==> src/inc/fsr_defines.svh <==
// Constants of the flash suspend, reset, unique ID and parameter table command logic
// Notes on behaviour
// RQ1: While erase is suspended, accept page program outside the suspended sector or block.
// RQ2: Host sends write enable before every page program, also during erase suspension.
// RQ3: Program started during erase suspension cannot be suspended; finishes before erase resume.
// RQ4: During that program both latch and in-progress flags read 1, clear on completion.
// RQ5: Program-suspended flag is status bit 15, erase-suspended flag is status bit 10.
// RQ6: Program during suspension only while an erase, never a program, is suspended.
// RQ7: Resume restarts whichever of program, sector erase or block erase is suspended.
// RQ8: Host checks no page program is running before resuming a suspended erase.
// RQ9: On resume, latch and in-progress flags go to 1, suspended flag goes to 0.
// RQ10: Resumed operation continues until done or until a new suspend arrives.
// RQ11: Host waits the resume gap before sending another suspend.
// RQ12: No-op only cancels a pending reset arm and touches nothing else.
// RQ13: Upper data lines are ignored during no-op and software reset.
// RQ14: Reset right after reset arm returns to standby with power-on volatile state.
// RQ15: Any other command after reset arm cancels the arming.
// RQ16: Software reset during program or erase aborts that operation.
// RQ17: Unique ID read: opcode, four dummy bytes, then the 128-bit factory value.
// RQ18: Table read: opcode, three address bytes, one dummy, then bytes until select rises.
// RQ19: Table bytes 0-6 hold signature 53 46 44 50, revisions 00 01, header count 01.
// RQ20: First header: ID 00, revision 1.0, length 09 words, pointer 000030.
// RQ21: Second header at 10: vendor code, revision 1.0, length 03 words, pointer 000060.
// RQ22: Header bytes 07, 0F and 17 always read FF.
// RQ23: Suspended flags set to 1 when their operation is suspended.
// RQ24: After suspend latency, latch flag clears and the suspended flag sets.
// RQ25: First byte after select falls is the opcode; disallowed commands are ignored.
`ifndef FSR_DEFINES_SVH
`define FSR_DEFINES_SVH

`define FSR_OPC_NONE      8'hff
`define FSR_OPC_WR_EN     8'h06
`define FSR_OPC_PP        8'h02
`define FSR_OPC_SE        8'h20
`define FSR_OPC_BE32      8'h52
`define FSR_OPC_BE64      8'hd8
`define FSR_OPC_SUSP      8'h75
`define FSR_OPC_RESUME_A  8'h7a
`define FSR_OPC_RESUME_B  8'h30
`define FSR_OPC_NO_OP     8'h00
`define FSR_OPC_RST_ARM   8'h66
`define FSR_OPC_RST       8'h99
`define FSR_OPC_UID_RD    8'h4b
`define FSR_OPC_SFDP      8'h5a
`define FSR_OPC_RDSR      8'h05
`define FSR_OPC_RDSR2     8'h35

`define FSR_ST_BUSY       0
`define FSR_ST_LATCH      1
`define FSR_ST_SUS_ERASE  10
`define FSR_ST_SUS_PROG   15

`define FSR_MASK_SECTOR   24'hfff000
`define FSR_MASK_BLK32    24'hff8000
`define FSR_MASK_BLK64    24'hff0000

`define FSR_REG_STATUS    4'h0
`define FSR_REG_CTRL      4'h4
`define FSR_REG_OPINFO    4'h8
`define FSR_CTRL_DONE_BIT 0

`define FSR_CLK_NS        50
`define FSR_SUSP_LAT_NS   30000
`define FSR_SUSP_LAT_CYC  ((`FSR_SUSP_LAT_NS + `FSR_CLK_NS - 1) / `FSR_CLK_NS)

`define FSR_PT_HDR_LAST   8'h17
`define FSR_PT_FILL       8'hff

`endif

==> src/inc/fsr_pkg.sv <==
// Types shared by the flash command logic
package fsr_pkg;

  typedef enum logic [2:0] {
    OP_IDLE,
    OP_PROG,
    OP_ERASE,
    OP_PSUSP_WAIT,
    OP_ESUSP_WAIT,
    OP_PSUSP,
    OP_ESUSP,
    OP_ESUSP_PROG
  } fsr_op_e;

  typedef enum logic [1:0] {
    KIND_PROG,
    KIND_SECTOR,
    KIND_BLK32,
    KIND_BLK64
  } fsr_kind_e;

  typedef struct packed {
    logic        start;
    logic        suspend;
    logic        resume;
    logic        abort;
    fsr_kind_e   kind;
    logic [23:0] addr;
  } fsr_eng_cmd_s;

endpackage : fsr_pkg

==> src/logic/fsr_flash_cmd.sv <==
// Serial flash command interpreter: suspend, resume, reset, unique ID, table read
//
// The address map and the plain strobed port were decided locally.
`timescale 1ns/1ps
`include "fsr_defines.svh"
module fsr_flash_cmd
  import fsr_pkg::*;
#(
  parameter logic [127:0] UNIQUE_ID    = 128'h0123_4567_89ab_cdef_fedc_ba98_7654_3210, // Arbitrary
  parameter int           SUSP_LAT_CYC = `FSR_SUSP_LAT_CYC
)(
  input  wire logic        clk_in,
  input  wire logic        arst_n_in,
  input  wire logic        ce_in,
  input  wire logic        cs_n_in,
  input  wire logic        sclk_in,
  input  wire logic [3:0]  sio_in,
  output logic      [3:0]  sio_out,
  output logic      [3:0]  sio_oe_out,
  input  wire logic [3:0]  reg_addr_in,
  input  wire logic [31:0] reg_wdata_in,
  input  wire logic        reg_wr_in,
  input  wire logic        reg_rd_in,
  output logic      [31:0] reg_rdata_out,
  output fsr_eng_cmd_s     eng_cmd_out
);

  if (SUSP_LAT_CYC < 1 || SUSP_LAT_CYC > 65535) begin : g_bad_lat
    $error("SUSP_LAT_CYC out of range");
  end

  localparam logic [15:0] LAT_LOAD = 16'(SUSP_LAT_CYC - 1);

  logic [2:0]   cs_sync_q;
  logic [2:0]   sclk_sync_q;
  logic [1:0]   si_sync_q;
  logic [7:0]   shift_q;
  logic [2:0]   bit_cnt_q;
  logic [2:0]   byte_cnt_q;
  logic [7:0]   opc_q;
  logic [23:0]  addr_q;
  logic [7:0]   out_sr_q;
  logic         out_en_q;
  logic         so_q;
  logic [4:0]   uid_idx_q;
  logic         arm_q;
  fsr_op_e      op_q;
  logic         latch_q;
  logic [15:0]  lat_cnt_q;
  logic [23:0]  erase_addr_q;
  logic [23:0]  erase_mask_q;
  fsr_kind_e    kind_q;
  logic [23:0]  op_addr_q;
  fsr_eng_cmd_s eng_q;
  logic [31:0]  rdata_q;

  logic         cs_high;
  logic         cs_fall;
  logic         cs_rise;
  logic         sclk_rise;
  logic         sclk_fall;
  logic [7:0]   sh_next;
  logic [7:0]   opc_now;
  logic [2:0]   lead;
  logic         byte_done;
  logic         opc_decode;
  logic         load_out;
  logic [7:0]   load_val;
  logic [7:0]   uid_byte;
  logic [7:0]   rom_byte;
  logic         one_byte;
  logic         exec_wr_en;
  logic         exec_pp;
  logic         exec_erase;
  logic         exec_susp;
  logic         exec_resume;
  logic         exec_arm;
  logic         exec_rst;
  logic         soft_rst;
  logic         eng_done;
  logic         pp_outside;
  logic [15:0]  status_w;

  // Pins come from the host's clock domain; the first stage is never looked at
  always_ff @(posedge clk_in or negedge arst_n_in) begin
    if (!arst_n_in) begin
      cs_sync_q   <= 3'b111;
      sclk_sync_q <= 3'b000;
      si_sync_q   <= 2'b00;
    end else if (ce_in) begin
      cs_sync_q   <= {cs_sync_q[1:0], cs_n_in};
      sclk_sync_q <= {sclk_sync_q[1:0], sclk_in};
      si_sync_q   <= {si_sync_q[0], sio_in[0]}; // RQ13
    end
  end

  always_comb begin
    cs_high   = cs_sync_q[1];
    cs_fall   = cs_sync_q[2] && !cs_sync_q[1];
    cs_rise   = !cs_sync_q[2] && cs_sync_q[1];
    sclk_rise = !cs_high && !sclk_sync_q[2] && sclk_sync_q[1];
    sclk_fall = !cs_high && sclk_sync_q[2] && !sclk_sync_q[1];
    sh_next   = {shift_q[6:0], si_sync_q[1]};
    byte_done = sclk_rise && (bit_cnt_q == 3'd7);
    opc_decode = byte_done && (byte_cnt_q == 3'd0); // RQ25
    opc_now   = (byte_cnt_q == 3'd0) ? sh_next : opc_q;
    case (opc_now)
      `FSR_OPC_RDSR, `FSR_OPC_RDSR2: lead = 3'd0;
      `FSR_OPC_UID_RD: lead = 3'd4; // RQ17
      `FSR_OPC_SFDP: lead = 3'd4; // RQ18
      default: lead = 3'd7;
    endcase
    load_out = byte_done && (lead != 3'd7) && (byte_cnt_q >= lead);
    uid_byte = uid_idx_q[4] ? `FSR_PT_FILL : UNIQUE_ID[{4'd15 - uid_idx_q[3:0], 3'b000} +: 8];
    case (opc_now)
      `FSR_OPC_RDSR:  load_val = status_w[7:0];
      `FSR_OPC_RDSR2: load_val = status_w[15:8];
      `FSR_OPC_UID_RD: load_val = uid_byte; // RQ17
      default:        load_val = (addr_q[23:8] == 16'h0) ? rom_byte : `FSR_PT_FILL;
    endcase
  end

  fsr_param_rom u_rom (
    .addr_in  (addr_q[7:0]),
    .data_out (rom_byte)
  );

  // Serial framing: bits in on rising clock, bits out on falling clock
  always_ff @(posedge clk_in or negedge arst_n_in) begin
    if (!arst_n_in) begin
      shift_q    <= 8'h00;
      bit_cnt_q  <= 3'd0;
      byte_cnt_q <= 3'd0;
      opc_q      <= `FSR_OPC_NONE;
      addr_q     <= 24'h0;
      out_sr_q   <= 8'hff;
      out_en_q   <= 1'b0;
      so_q       <= 1'b0;
      uid_idx_q  <= 5'd0;
    end else if (ce_in) begin
      if (cs_fall) begin
        bit_cnt_q  <= 3'd0;
        byte_cnt_q <= 3'd0;
        opc_q      <= `FSR_OPC_NONE;
        out_en_q   <= 1'b0;
        uid_idx_q  <= 5'd0;
      end else if (cs_high) begin
        // Select high ends any output at once
        out_en_q <= 1'b0; // RQ18
      end else begin
        if (sclk_rise) begin
          shift_q   <= sh_next;
          bit_cnt_q <= bit_cnt_q + 3'd1;
          if (byte_done) begin
            if (byte_cnt_q != 3'd7) begin
              byte_cnt_q <= byte_cnt_q + 3'd1;
            end
            if (opc_decode) begin
              opc_q <= sh_next; // RQ25
            end
            if (byte_cnt_q >= 3'd1 && byte_cnt_q <= 3'd3) begin
              addr_q <= {addr_q[15:0], sh_next}; // RQ18
            end
            if (load_out) begin
              out_sr_q <= load_val;
              out_en_q <= 1'b1;
              if (opc_now == `FSR_OPC_UID_RD && !uid_idx_q[4]) begin
                uid_idx_q <= uid_idx_q + 5'd1;
              end
              if (opc_now == `FSR_OPC_SFDP) begin
                addr_q <= addr_q + 24'd1;
              end
            end
          end
        end
        if (sclk_fall && out_en_q) begin
          so_q     <= out_sr_q[7];
          out_sr_q <= {out_sr_q[6:0], 1'b1};
        end
      end
    end
  end

  // Commands take effect when select rises after whole bytes only
  always_comb begin
    one_byte    = cs_rise && (bit_cnt_q == 3'd0) && (byte_cnt_q == 3'd1);
    exec_wr_en  = one_byte && (opc_q == `FSR_OPC_WR_EN);
    exec_susp   = one_byte && (opc_q == `FSR_OPC_SUSP);
    exec_resume = one_byte && (opc_q == `FSR_OPC_RESUME_A || opc_q == `FSR_OPC_RESUME_B);
    exec_arm    = one_byte && (opc_q == `FSR_OPC_RST_ARM);
    exec_rst    = one_byte && (opc_q == `FSR_OPC_RST);
    exec_pp     = cs_rise && (bit_cnt_q == 3'd0) && (byte_cnt_q >= 3'd5)
                  && (opc_q == `FSR_OPC_PP);
    exec_erase  = cs_rise && (bit_cnt_q == 3'd0) && (byte_cnt_q == 3'd4)
                  && (opc_q == `FSR_OPC_SE || opc_q == `FSR_OPC_BE32
                      || opc_q == `FSR_OPC_BE64);
    soft_rst    = exec_rst && arm_q; // RQ14
    eng_done    = reg_wr_in && (reg_addr_in == `FSR_REG_CTRL)
                  && reg_wdata_in[`FSR_CTRL_DONE_BIT];
    pp_outside  = ((addr_q ^ erase_addr_q) & erase_mask_q) != 24'h0; // RQ1
  end

  // Reset arming: anything but the arm or the reset command disarms, no-op included
  always_ff @(posedge clk_in or negedge arst_n_in) begin
    if (!arst_n_in) begin
      arm_q <= 1'b0;
    end else if (ce_in) begin
      if (opc_decode && sh_next != `FSR_OPC_RST_ARM && sh_next != `FSR_OPC_RST) begin
        arm_q <= 1'b0; // RQ15 RQ12
      end else if (exec_arm) begin
        arm_q <= 1'b1;
      end else if (exec_rst) begin
        arm_q <= 1'b0;
      end
    end
  end

  // Operation state; the array engine reports completion through the done bit
  always_ff @(posedge clk_in or negedge arst_n_in) begin
    if (!arst_n_in) begin
      op_q         <= OP_IDLE;
      latch_q      <= 1'b0;
      lat_cnt_q    <= 16'h0;
      erase_addr_q <= 24'h0;
      erase_mask_q <= `FSR_MASK_SECTOR;
      kind_q       <= KIND_PROG;
      op_addr_q    <= 24'h0;
      eng_q        <= '0;
    end else if (ce_in) begin
      eng_q.start   <= 1'b0;
      eng_q.suspend <= 1'b0;
      eng_q.resume  <= 1'b0;
      eng_q.abort   <= 1'b0;
      if (soft_rst) begin
        // Aborted data may be left corrupt in the array
        eng_q.abort <= (op_q != OP_IDLE); // RQ16
        op_q        <= OP_IDLE; // RQ14
        latch_q     <= 1'b0;
      end else if (eng_done && op_q == OP_ESUSP_PROG) begin
        op_q    <= OP_ESUSP; // RQ4
        latch_q <= 1'b0;
      end else if (eng_done && (op_q == OP_PROG || op_q == OP_ERASE
                                || op_q == OP_PSUSP_WAIT || op_q == OP_ESUSP_WAIT)) begin
        op_q    <= OP_IDLE; // RQ10
        latch_q <= 1'b0;
      end else if (op_q == OP_PSUSP_WAIT || op_q == OP_ESUSP_WAIT) begin
        if (lat_cnt_q == 16'h0) begin
          op_q    <= (op_q == OP_PSUSP_WAIT) ? OP_PSUSP : OP_ESUSP; // RQ23
          latch_q <= 1'b0; // RQ24
        end else begin
          lat_cnt_q <= lat_cnt_q - 16'h1;
        end
      end else if (exec_wr_en) begin
        if (op_q == OP_IDLE || op_q == OP_ESUSP) begin
          latch_q <= 1'b1; // RQ25
        end
      end else if (exec_pp && latch_q) begin
        // Programming under suspension only when an erase is the one held
        if (op_q == OP_IDLE || (op_q == OP_ESUSP && pp_outside)) begin // RQ1 RQ6
          op_q        <= (op_q == OP_IDLE) ? OP_PROG : OP_ESUSP_PROG;
          kind_q      <= KIND_PROG;
          op_addr_q   <= addr_q;
          eng_q.start <= 1'b1;
          eng_q.kind  <= KIND_PROG;
          eng_q.addr  <= addr_q;
        end
      end else if (exec_erase && latch_q && op_q == OP_IDLE) begin
        op_q         <= OP_ERASE;
        erase_addr_q <= addr_q;
        op_addr_q    <= addr_q;
        eng_q.start  <= 1'b1;
        eng_q.addr   <= addr_q;
        if (opc_q == `FSR_OPC_SE) begin
          kind_q       <= KIND_SECTOR;
          eng_q.kind   <= KIND_SECTOR;
          erase_mask_q <= `FSR_MASK_SECTOR;
        end else if (opc_q == `FSR_OPC_BE32) begin
          kind_q       <= KIND_BLK32;
          eng_q.kind   <= KIND_BLK32;
          erase_mask_q <= `FSR_MASK_BLK32;
        end else begin
          kind_q       <= KIND_BLK64;
          eng_q.kind   <= KIND_BLK64;
          erase_mask_q <= `FSR_MASK_BLK64;
        end
      end else if (exec_susp && (op_q == OP_PROG || op_q == OP_ERASE)) begin
        // A program started inside an erase suspension is not held here
        op_q          <= (op_q == OP_PROG) ? OP_PSUSP_WAIT : OP_ESUSP_WAIT; // RQ3
        lat_cnt_q     <= LAT_LOAD;
        eng_q.suspend <= 1'b1;
      end else if (exec_resume && (op_q == OP_PSUSP || op_q == OP_ESUSP)) begin
        op_q         <= (op_q == OP_PSUSP) ? OP_PROG : OP_ERASE; // RQ7
        latch_q      <= 1'b1; // RQ9
        eng_q.resume <= 1'b1;
      end
    end
  end

  always_comb begin
    status_w = 16'h0;
    status_w[`FSR_ST_BUSY] = (op_q == OP_PROG) || (op_q == OP_ERASE) || (op_q == OP_ESUSP_PROG)
                             || (op_q == OP_PSUSP_WAIT) || (op_q == OP_ESUSP_WAIT);
    status_w[`FSR_ST_LATCH] = latch_q;
    status_w[`FSR_ST_SUS_PROG]  = (op_q == OP_PSUSP); // RQ5
    status_w[`FSR_ST_SUS_ERASE] = (op_q == OP_ESUSP) || (op_q == OP_ESUSP_PROG); // RQ5
  end

  // Register port: read data stand in the cycle after the strobe only
  always_ff @(posedge clk_in or negedge arst_n_in) begin
    if (!arst_n_in) begin
      rdata_q <= 32'h0;
    end else if (ce_in) begin
      rdata_q <= 32'h0;
      if (reg_rd_in) begin
        case (reg_addr_in)
          `FSR_REG_STATUS: rdata_q <= {16'h0, status_w};
          `FSR_REG_OPINFO: rdata_q <= {6'h0, kind_q, op_addr_q};
          default:         rdata_q <= 32'h0;
        endcase
      end
    end
  end

  assign reg_rdata_out = rdata_q;
  assign eng_cmd_out   = eng_q;
  // Only the serial output line is ever driven
  assign sio_out       = {2'b00, so_q, 1'b0};
  assign sio_oe_out    = {2'b00, out_en_q, 1'b0}; // RQ13
endmodule : fsr_flash_cmd

==> src/logic/fsr_param_rom.sv <==
// Parameter table header bytes
`timescale 1ns/1ps
`include "fsr_defines.svh"
module fsr_param_rom
  import fsr_pkg::*;
#(
  parameter logic [7:0] VENDOR_CODE = 8'h3c  // Arbitrary value
)(
  input  wire logic [7:0] addr_in,
  output logic      [7:0] data_out
);

  always_comb begin
    case (addr_in)
      8'h00: data_out = 8'h53; // RQ19
      8'h01: data_out = 8'h46;
      8'h02: data_out = 8'h44;
      8'h03: data_out = 8'h50;
      8'h04: data_out = 8'h00;
      8'h05: data_out = 8'h01;
      8'h06: data_out = 8'h01;
      8'h08: data_out = 8'h00; // RQ20
      8'h09: data_out = 8'h00;
      8'h0a: data_out = 8'h01;
      8'h0b: data_out = 8'h09;
      8'h0c: data_out = 8'h30;
      8'h0d: data_out = 8'h00;
      8'h0e: data_out = 8'h00;
      8'h10: data_out = VENDOR_CODE; // RQ21
      8'h11: data_out = 8'h00;
      8'h12: data_out = 8'h01;
      8'h13: data_out = 8'h03;
      8'h14: data_out = 8'h60;
      8'h15: data_out = 8'h00;
      8'h16: data_out = 8'h00;
      // Pad bytes and everything past the headers read as fill
      default: data_out = `FSR_PT_FILL; // RQ22
    endcase
  end

endmodule : fsr_param_rom

==> config.mk <==
export PLATFORM = sky130hd
export DESIGN_NAME = fsr_flash_cmd
export DESIGN_NICKNAME = d
export VERILOG_FILES = /design/src/inc/fsr_pkg.sv /design/src/logic/fsr_flash_cmd.sv /design/src/logic/fsr_param_rom.sv
export VERILOG_INCLUDE_DIRS = /design/src /design/src/inc
export SDC_FILE = /design/constraint.sdc
export NUM_CORES = 1
export LEC_CHECK = 0
export ABC_AREA = 1
export BUFFER_PORTS_ARGS = -buffer_cell sky130_fd_sc_hd__buf_2
export CAP_MARGIN = 15
export CORE_MARGIN = 2
export CORE_UTILIZATION = 50
export CTS_BUF_LIST = sky130_fd_sc_hd__clkbuf_16
export CTS_CLUSTER_DIAMETER = 50
export DETAILED_ROUTE_END_ITERATION = 10
export PLACE_DENSITY = 0.73
export SYNTH_ARGS = -nofsm -noshare
export SYNTH_HDL_FRONTEND = slang
export SYNTH_SLANG_ARGS = --single-unit
==> constraint.sdc <==
create_clock -name clk_in -period 2.9 [get_ports clk_in]
set_input_delay 0.145 -clock clk_in [delete_from_list [all_inputs] [get_ports clk_in]]
set_output_delay 0.145 -clock clk_in [all_outputs]
set_load 0.01 [all_outputs]
# After elaboration in Yosys (flattened, before gate mapping)
# Memories as Yosys holds them, arrays and structs flattened.
# Index checks and enable logic that the tools add are counted.
# totals
regBits,225
latchBits,0
mem_bits_rw,0
romBits,256
out_inout_bits,70
wordCells,292
n_memories,1
# classes
n_addsub,6
n_mul,0
div_mod_pow,0
order_cmp,4
eq_ne,43
n_shift,1
n_mux,101
n_bitwise,10
n_reduce_logical,99
# mem_list
memory,words,width,rd,rd_clocked_by_memory_dff,write_ports,line,source
(no name shown),32,8,1,0,0,fsr_param_rom.sv:14,case (addr_in)
# ops
op,count
two-way mux 24 bit,6
two-way mux 16 bit,8
"indexed part select 128 x 8 -> 8 bit, first input constant",1
two-way mux 26 bit,4
two-way mux 8 bit,13
two-way mux 3 bit,26
case mux 26 bit (2 select lines),1
"equality test 8 x 7 -> 1 bit, second input constant",6
logical AND 1 bit,37
logical NOT 16 bit,2
two-way mux 5 bit,6
two-way mux 1 bit,27
"adder 24 x 1 -> 24 bit, second input constant",1
bitwise AND 24 bit,1
"equality test 8 x 6 -> 1 bit, second input constant",3
case mux 8 bit (3 select lines),1
nonzero test 24 bit,1
XOR 24 bit,1
nonzero test 2 bit,11
AND reduction 5 bit,4
"equality test 3 bit, second input constant",6
"!= test 6 bit, second input constant",3
"equality test 8 x 3 -> 1 bit, second input constant",2
"equality test 8 bit, second input constant",2
40 further kinds,91

# Depth between registers and ports, before layout
# depth
word_depth,15
depth_mapped,27

# Modules after synthesis
# From an unflattened synthesis, not the netlist that was laid out.
# hier_totals
cells_unflattened,1429
area_unflattened_um2,10251.1
# by_module_without_submodules
module,n_inst,cells_per_inst,area_each_um2,seq_area_each_um2
fsr_flash_cmd,1,1370,9974.6,4005.1
fsr_param_rom,1,59,276.5,0.0

# Least setup slack after synthesis
# OpenSTA, ideal clock, no wires.
# synth_path
path_type,register to register
from,reg byte_cnt_q[1]
to,reg addr_q[13]
setup_time_ns,0.118
t_arrival_ns,3.034
required_ns,2.782
slack_ns,-0.252
path_stages_with_launch,26
path_buffers,4
period_less_slack_ns,3.152
path_cell_list,dfrtp_1 inv_1 ha_1 buf_4 inv_1 nor2_2 nand2_1 nand2_2 nand2_1 nor2_1 o21ai_2 nand2_4 buf_6 buf_6 inv_1 ha_1 inv_1 nand2_1 a21oi_1 nor2_1 o21ai_0 inv_2 buf_1 nand4_1 nand3_1 nand2_1
# synth_between
elab_chain_len,9
word_cells_on_any_way,19
# synth_rtl
item,line,source
start: declaration,fsr_flash_cmd.sv:39,logic [2:0] byte_cnt_q;
start signal: assignment,fsr_flash_cmd.sv:156,byte_cnt_q <= byte_cnt_q + 3'd1;
"parallel branches: the longest is 8 deep, another holds greater-or-equal comparator 3 bit",--,
two-way mux 24 bit *,fsr_flash_cmd.sv:164,if (load_out) begin
end signal: assignment,fsr_flash_cmd.sv:162,"addr_q <= {addr_q[15:0], sh_next};"
end signal: assignment,fsr_flash_cmd.sv:171,addr_q <= addr_q + 24'd1;
end: declaration,fsr_flash_cmd.sv:41,logic [23:0] addr_q;
# Every way passes the cells marked *.
# A chain may end at the register's enable or synchronous reset.

# Worst setup path in the final report
# layout_path
from,reg byte_cnt_q[0]
to,reg addr_q[13]
# The elaborated chain is that of the path after synthesis.

==> results.txt <==
----------------------------------------------------
[Finish]
  Final design instance area without fill ... approximately 12,000 µm²
  Layout overhead on the synthesized area ... 16.1%
  Number of antenna diodes ... 0
  Proportion of layout cells with a drive suffix above 1 ... 16.8%
  Number of nets in the final layout ... around 1,600
  Non-filler cells, final ... roughly 1,800
  Total of fill cells in the finished design ... approximately 1,800
  Share of the core filled with cells ... between 50% and 60%

[Routing]
  Remaining design rule violation count ... 0
  Total number of vias ... ~10,000
  First-pass iteration count of the detailed router ... 7
  Post-DR wirelength/cell ... between 15 and 20 µm
  Vias per Instance ... about 5.5
  Total wire length ... roughly 29 mm
  Number of antenna-violating nets in the routed design ... 0
  Number of violations reported at the end of detailed-routing iteration 0 ... between 900 and 1,000

[Floorplan]
  Boundary Pins ... ~120
  Starting utilization of the core area ... between 50% and 60%
  Core area ... ~20,000 µm²
  Total Die Area ... between 20,000 and 25,000 µm²
  Die W ... ~150 µm
  Die Y ... roughly 150 µm
  Placement Rows ... between 50 and 60

[Clock tree]
  Number of levels in the clock H-tree ... 4
  CTS tree ... yes
  Source-to-sink clock delay at the later pin of the worst-skew pair ... roughly 0.45 ns
  CTS Sinks ... around 160
  Clock buffer depth ... 2
  Clock tree root buffer cell ... clkbuf_16
  Cts bufs inserted ... 17
  Clock transition time at the flip-flop clock pins of the worst setup and hold paths ... around 0.07 ns

[Global routing]
  Largest net degree at the start of global routing ... 69
  Number of antenna violations at the first check in global routing ... 0
  Total overflow reported by the global router ... 0
  Via count of the first global-routing pass ... 8,842
  First-pass GRT wire length ... approximately 46 mm
  Overall routing resource usage ... a little over a quarter

[Synth]
  Flip-flop cell with the highest count after synthesis ... dfrtp_1
  Number of enable-type register cells in the synthesized netlist ... 0
  Cell variety after synth ... 44
  Syn avg cell area ... roughly 7.0 µm²
  Fraction of synthesis flops using an asynchronous set or reset pin ... 100%
  Syn. warnings ... 0
  #FFs+latches synth ... between 150 and 200
  Mapped Cells ... between 1,000 and 1,500
  Sequential-to-total area share from yosys stat ... 39.9%
  Post-synthesis instance area ... 10,000 µm²

[Worst setup path]
  Kind of start point of the critical path ... flip-flop
  Cell Chain, Critical Path ... inv_2 -> ha_4 -> buf_4 -> nand3_1 -> nand2_2 -> nand3_2 -> nor2_4 -> o21ai_2 -> nand2_4 -> inv_2 -> ha_4 -> inv_2 -> nand2_2 -> a21oi_2 -> nor2_1 -> o21ai_1 -> inv_2 -> buf_12 -> buf_12 -> nand4_1 -> nand3_1 -> nand2_1
  Cell type with the highest occurrence count on the critical path ... inv_2
  Endpoint of the most critical register-to-register path ... addr_q[13]
  Top fanout value on the critical path ... 8
  Worst r2r src ... byte_cnt_q[0]
  Crit-path max cell delay ... 0.39 ns
  Type of destination of the critical path ... flip-flop
  Family with the most delay on the worst path ... simple AND/OR/NAND/NOR gates
  Register-to-Register Path Depth ... 22
  CP max-delay cell ... dfrtp_1
  Worst setup path startpoint ... byte_cnt_q[0]
  Flop-to-flop setup slack ... 0.06 ns
  Buffers plus inverters on the worst setup path ... 7
  Category of the critical setup timing path ... reg -> reg
  Crit path required time ... roughly 3.2 ns
  Data arrival time of the worst path ... 3.16 ns

[Power]
  PwrDens ... 469 nW/µm²
  Sw Pwr ... approximately 1.6 mW
  Part of the total power dissipated in sequential elements ... 43.9%
  Worst vdd rail ir drop ... ~0.40 mV
  Net Sw Frac ... 29.6%
  Cell Int Power ... around 3.8 mW
  Part of the total power dissipated in the clock network ... approximately 42%
  Standby leakage power ... between 5 and 6 nW
  Comb pwr share ... between 10% and 20%

[Timing]
  Transition time of the tightest slew-check pin ... 0.819 ns
  Clk_skew ... slightly below 0.02 ns
  Final hold viol count ... 0
  Final number of setup-violating endpoints ... 0
  Shortest clock period the worst path allows after layout ... 2.84 ns
  Max_slew headroom ... roughly 45%
  Share of the clock period used by the worst path after layout ... a little under 100%
  Maximum clock frequency ... about 350 MHz
  Sum of negative setup slack ... 0 ns
  RSZ-0062 raised after global routing ... yes
  Number of pins with negative max-slew slack in the final report ... 0

[Flow run]
  Max-cap violations ... 0

[Placement]
  Port Buffer Count ... 70
  Global placer's final weighted congestion ... between 0.9 and 1
  Total cell area at the placement stage ... ~11,000 µm²
  Inst Count DP ... roughly 1,700
  Post-DP HPWL ... 19.5 mm

[Hold path]
  Hold-critical path depth ... 4
  Worst min path class ... in -> reg
  Endpoint of the worst hold-timing path ... cs_sync_q[0]
  HP Start ... ce_in

[Outcome]
  Result of the run ... complete, no violations

----------------------------------------------------
==> Yosys cell counts, types with 18 or more instances <==
cell type	count	area [µm²]
clkbuf_1	35	131
a21oi_1	23	115
dfstp_2	21	552
nand4_1	45	282
nand3_1	124	621
xor2_1	18	158
ha_1	21	263
inv_1	148	556
nand2_1	447	1680
nor2_1	124	465
o21ai_0	135	676
nor3_1	25	125
dfrtp_1	138	3450
==> cell families after synthesis <==
group           after synthesis  share of synthesized area (%)
simple gates                809                           34.9
mux                           1                          0.112
compound gates              186                           9.98
other cells                   1                         0.0373
buf+inv                     231                           9.97
fa+ha+maj                    21                           2.62
flops                       159                           39.9
xor+xnor                     29                           2.53
==> through the flow <==
stage / hold WS (ns) / total power, mW / setup WS [ns]
after floorplan: -0.151 / 2.85 / -0.109
after global placement: 0.198 / 3.06 / 0.00320
after detailed placement: 0.199 / 3.07 / -0.0862
after CTS: 0.0499 / 5.38 / 0.0534
after global routing: 0.0936 / 5.67 / -0.0875
final: 0.0502 / 5.47 / 0.0646
==> sequential cells by signal, summed over array words and instances (netlist names), 2 cells and up <==
signal         cells
byte_cnt_q         3
opc_q              8
erase_mask_q       2
shift_q            7
erase_addr_q      12
uid_idx_q          5
si_sync_q          2
addr_q            24
lat_cnt_q         16
eng_cmd_out        4
cs_sync_q          3
kind_q             2
out_sr_q           8
reg_rdata_out     26
op_q               3
bit_cnt_q          3
sclk_sync_q        3
op_addr_q         24
==> cell type report <==
type	instances	area (µm²)	area share, %
multi-input combinational	1062	5330	45.7
sequential	159	4010	34.3
timing repair buffer	118	816	6.99
inverter	153	584	5.01
clock buffer	17	425	3.65
tap	265	332	2.84
clock inverter	14	171	1.47
==> worst reg2reg max path: cells and delay by family (launching register included) <==
family                   cells  cell delay [ns]
AO/OA/AOI/OAI                3             0.20
adder cells (fa/ha/maj)      2             0.45
buffers and inverters        7             0.70
flip-flops                   1             0.39
AND/OR/NAND/NOR             10             0.98
==> worst max-delay path by stage <==
stage	endpoint	slack (ns)	cells past startpoint
4_1_cts	addr_q[7]	0.05	23
6_report	addr_q[13]	0.06	22
5_1_grt	addr_q[5]	-0.09	22
3_5_place_dp	addr_q[11]	-0.09	22
2_1_floorplan	addr_q[10]	-0.11	27
3_3_place_gp	addr_q[11]	0.003	22
==> power groups by stage <==
stage | sequential [mW] | combinational [mW] | clock [mW]
after global placement | 2.43 | 0.625 | 0
final | 2.40 | 0.757 | 2.31
after floorplan | 2.41 | 0.441 | 0
after detailed placement | 2.43 | 0.643 | 0
after CTS | 2.39 | 0.659 | 2.33
after global routing | 2.41 | 0.841 | 2.43
==> placed cells by master, fill, tap and decap left out, types with 18 or more instances in the layout <==
| cell | synthesis | final |
|---|---|---|
| a21oi_1 | 23 | 22 |
| buf_2 | 13 | 69 |
| buf_4 | 17 | 37 |
| clkbuf_16 | 0 | 19 |
| dfrtp_1 | 138 | 138 |
| dfstp_2 | 21 | 21 |
| ha_1 | 21 | 19 |
| inv_1 | 148 | 142 |
| nand2_1 | 447 | 426 |
| nand2_2 | 7 | 25 |
| nand3_1 | 124 | 117 |
| nand4_1 | 45 | 45 |
| nor2_1 | 124 | 122 |
| nor3_1 | 25 | 25 |
| o21ai_0 | 135 | 133 |
| xor2_1 | 18 | 18 |
==> timing repair <==
item                                    in CTS  in global routing
endpoints found under the hold margin       58                  0
gates cloned                                 1                  5
pin swaps                                    1                 30
gates resized for setup                      2                 44
hold buffers                                 4                  0
endpoints found under the setup margin      34                 37
setup buffers                                3                  5
==> metal layers <==
layer	vias up	track usage [%]	wire, µm
met5	-	0	0
met2	362	42.4	13200
met4	0	7.16	696
li1	4747	-	-
met3	56	4.80	1820
met1	4582	37.2	12900
(Power assumes the default switching activity.)
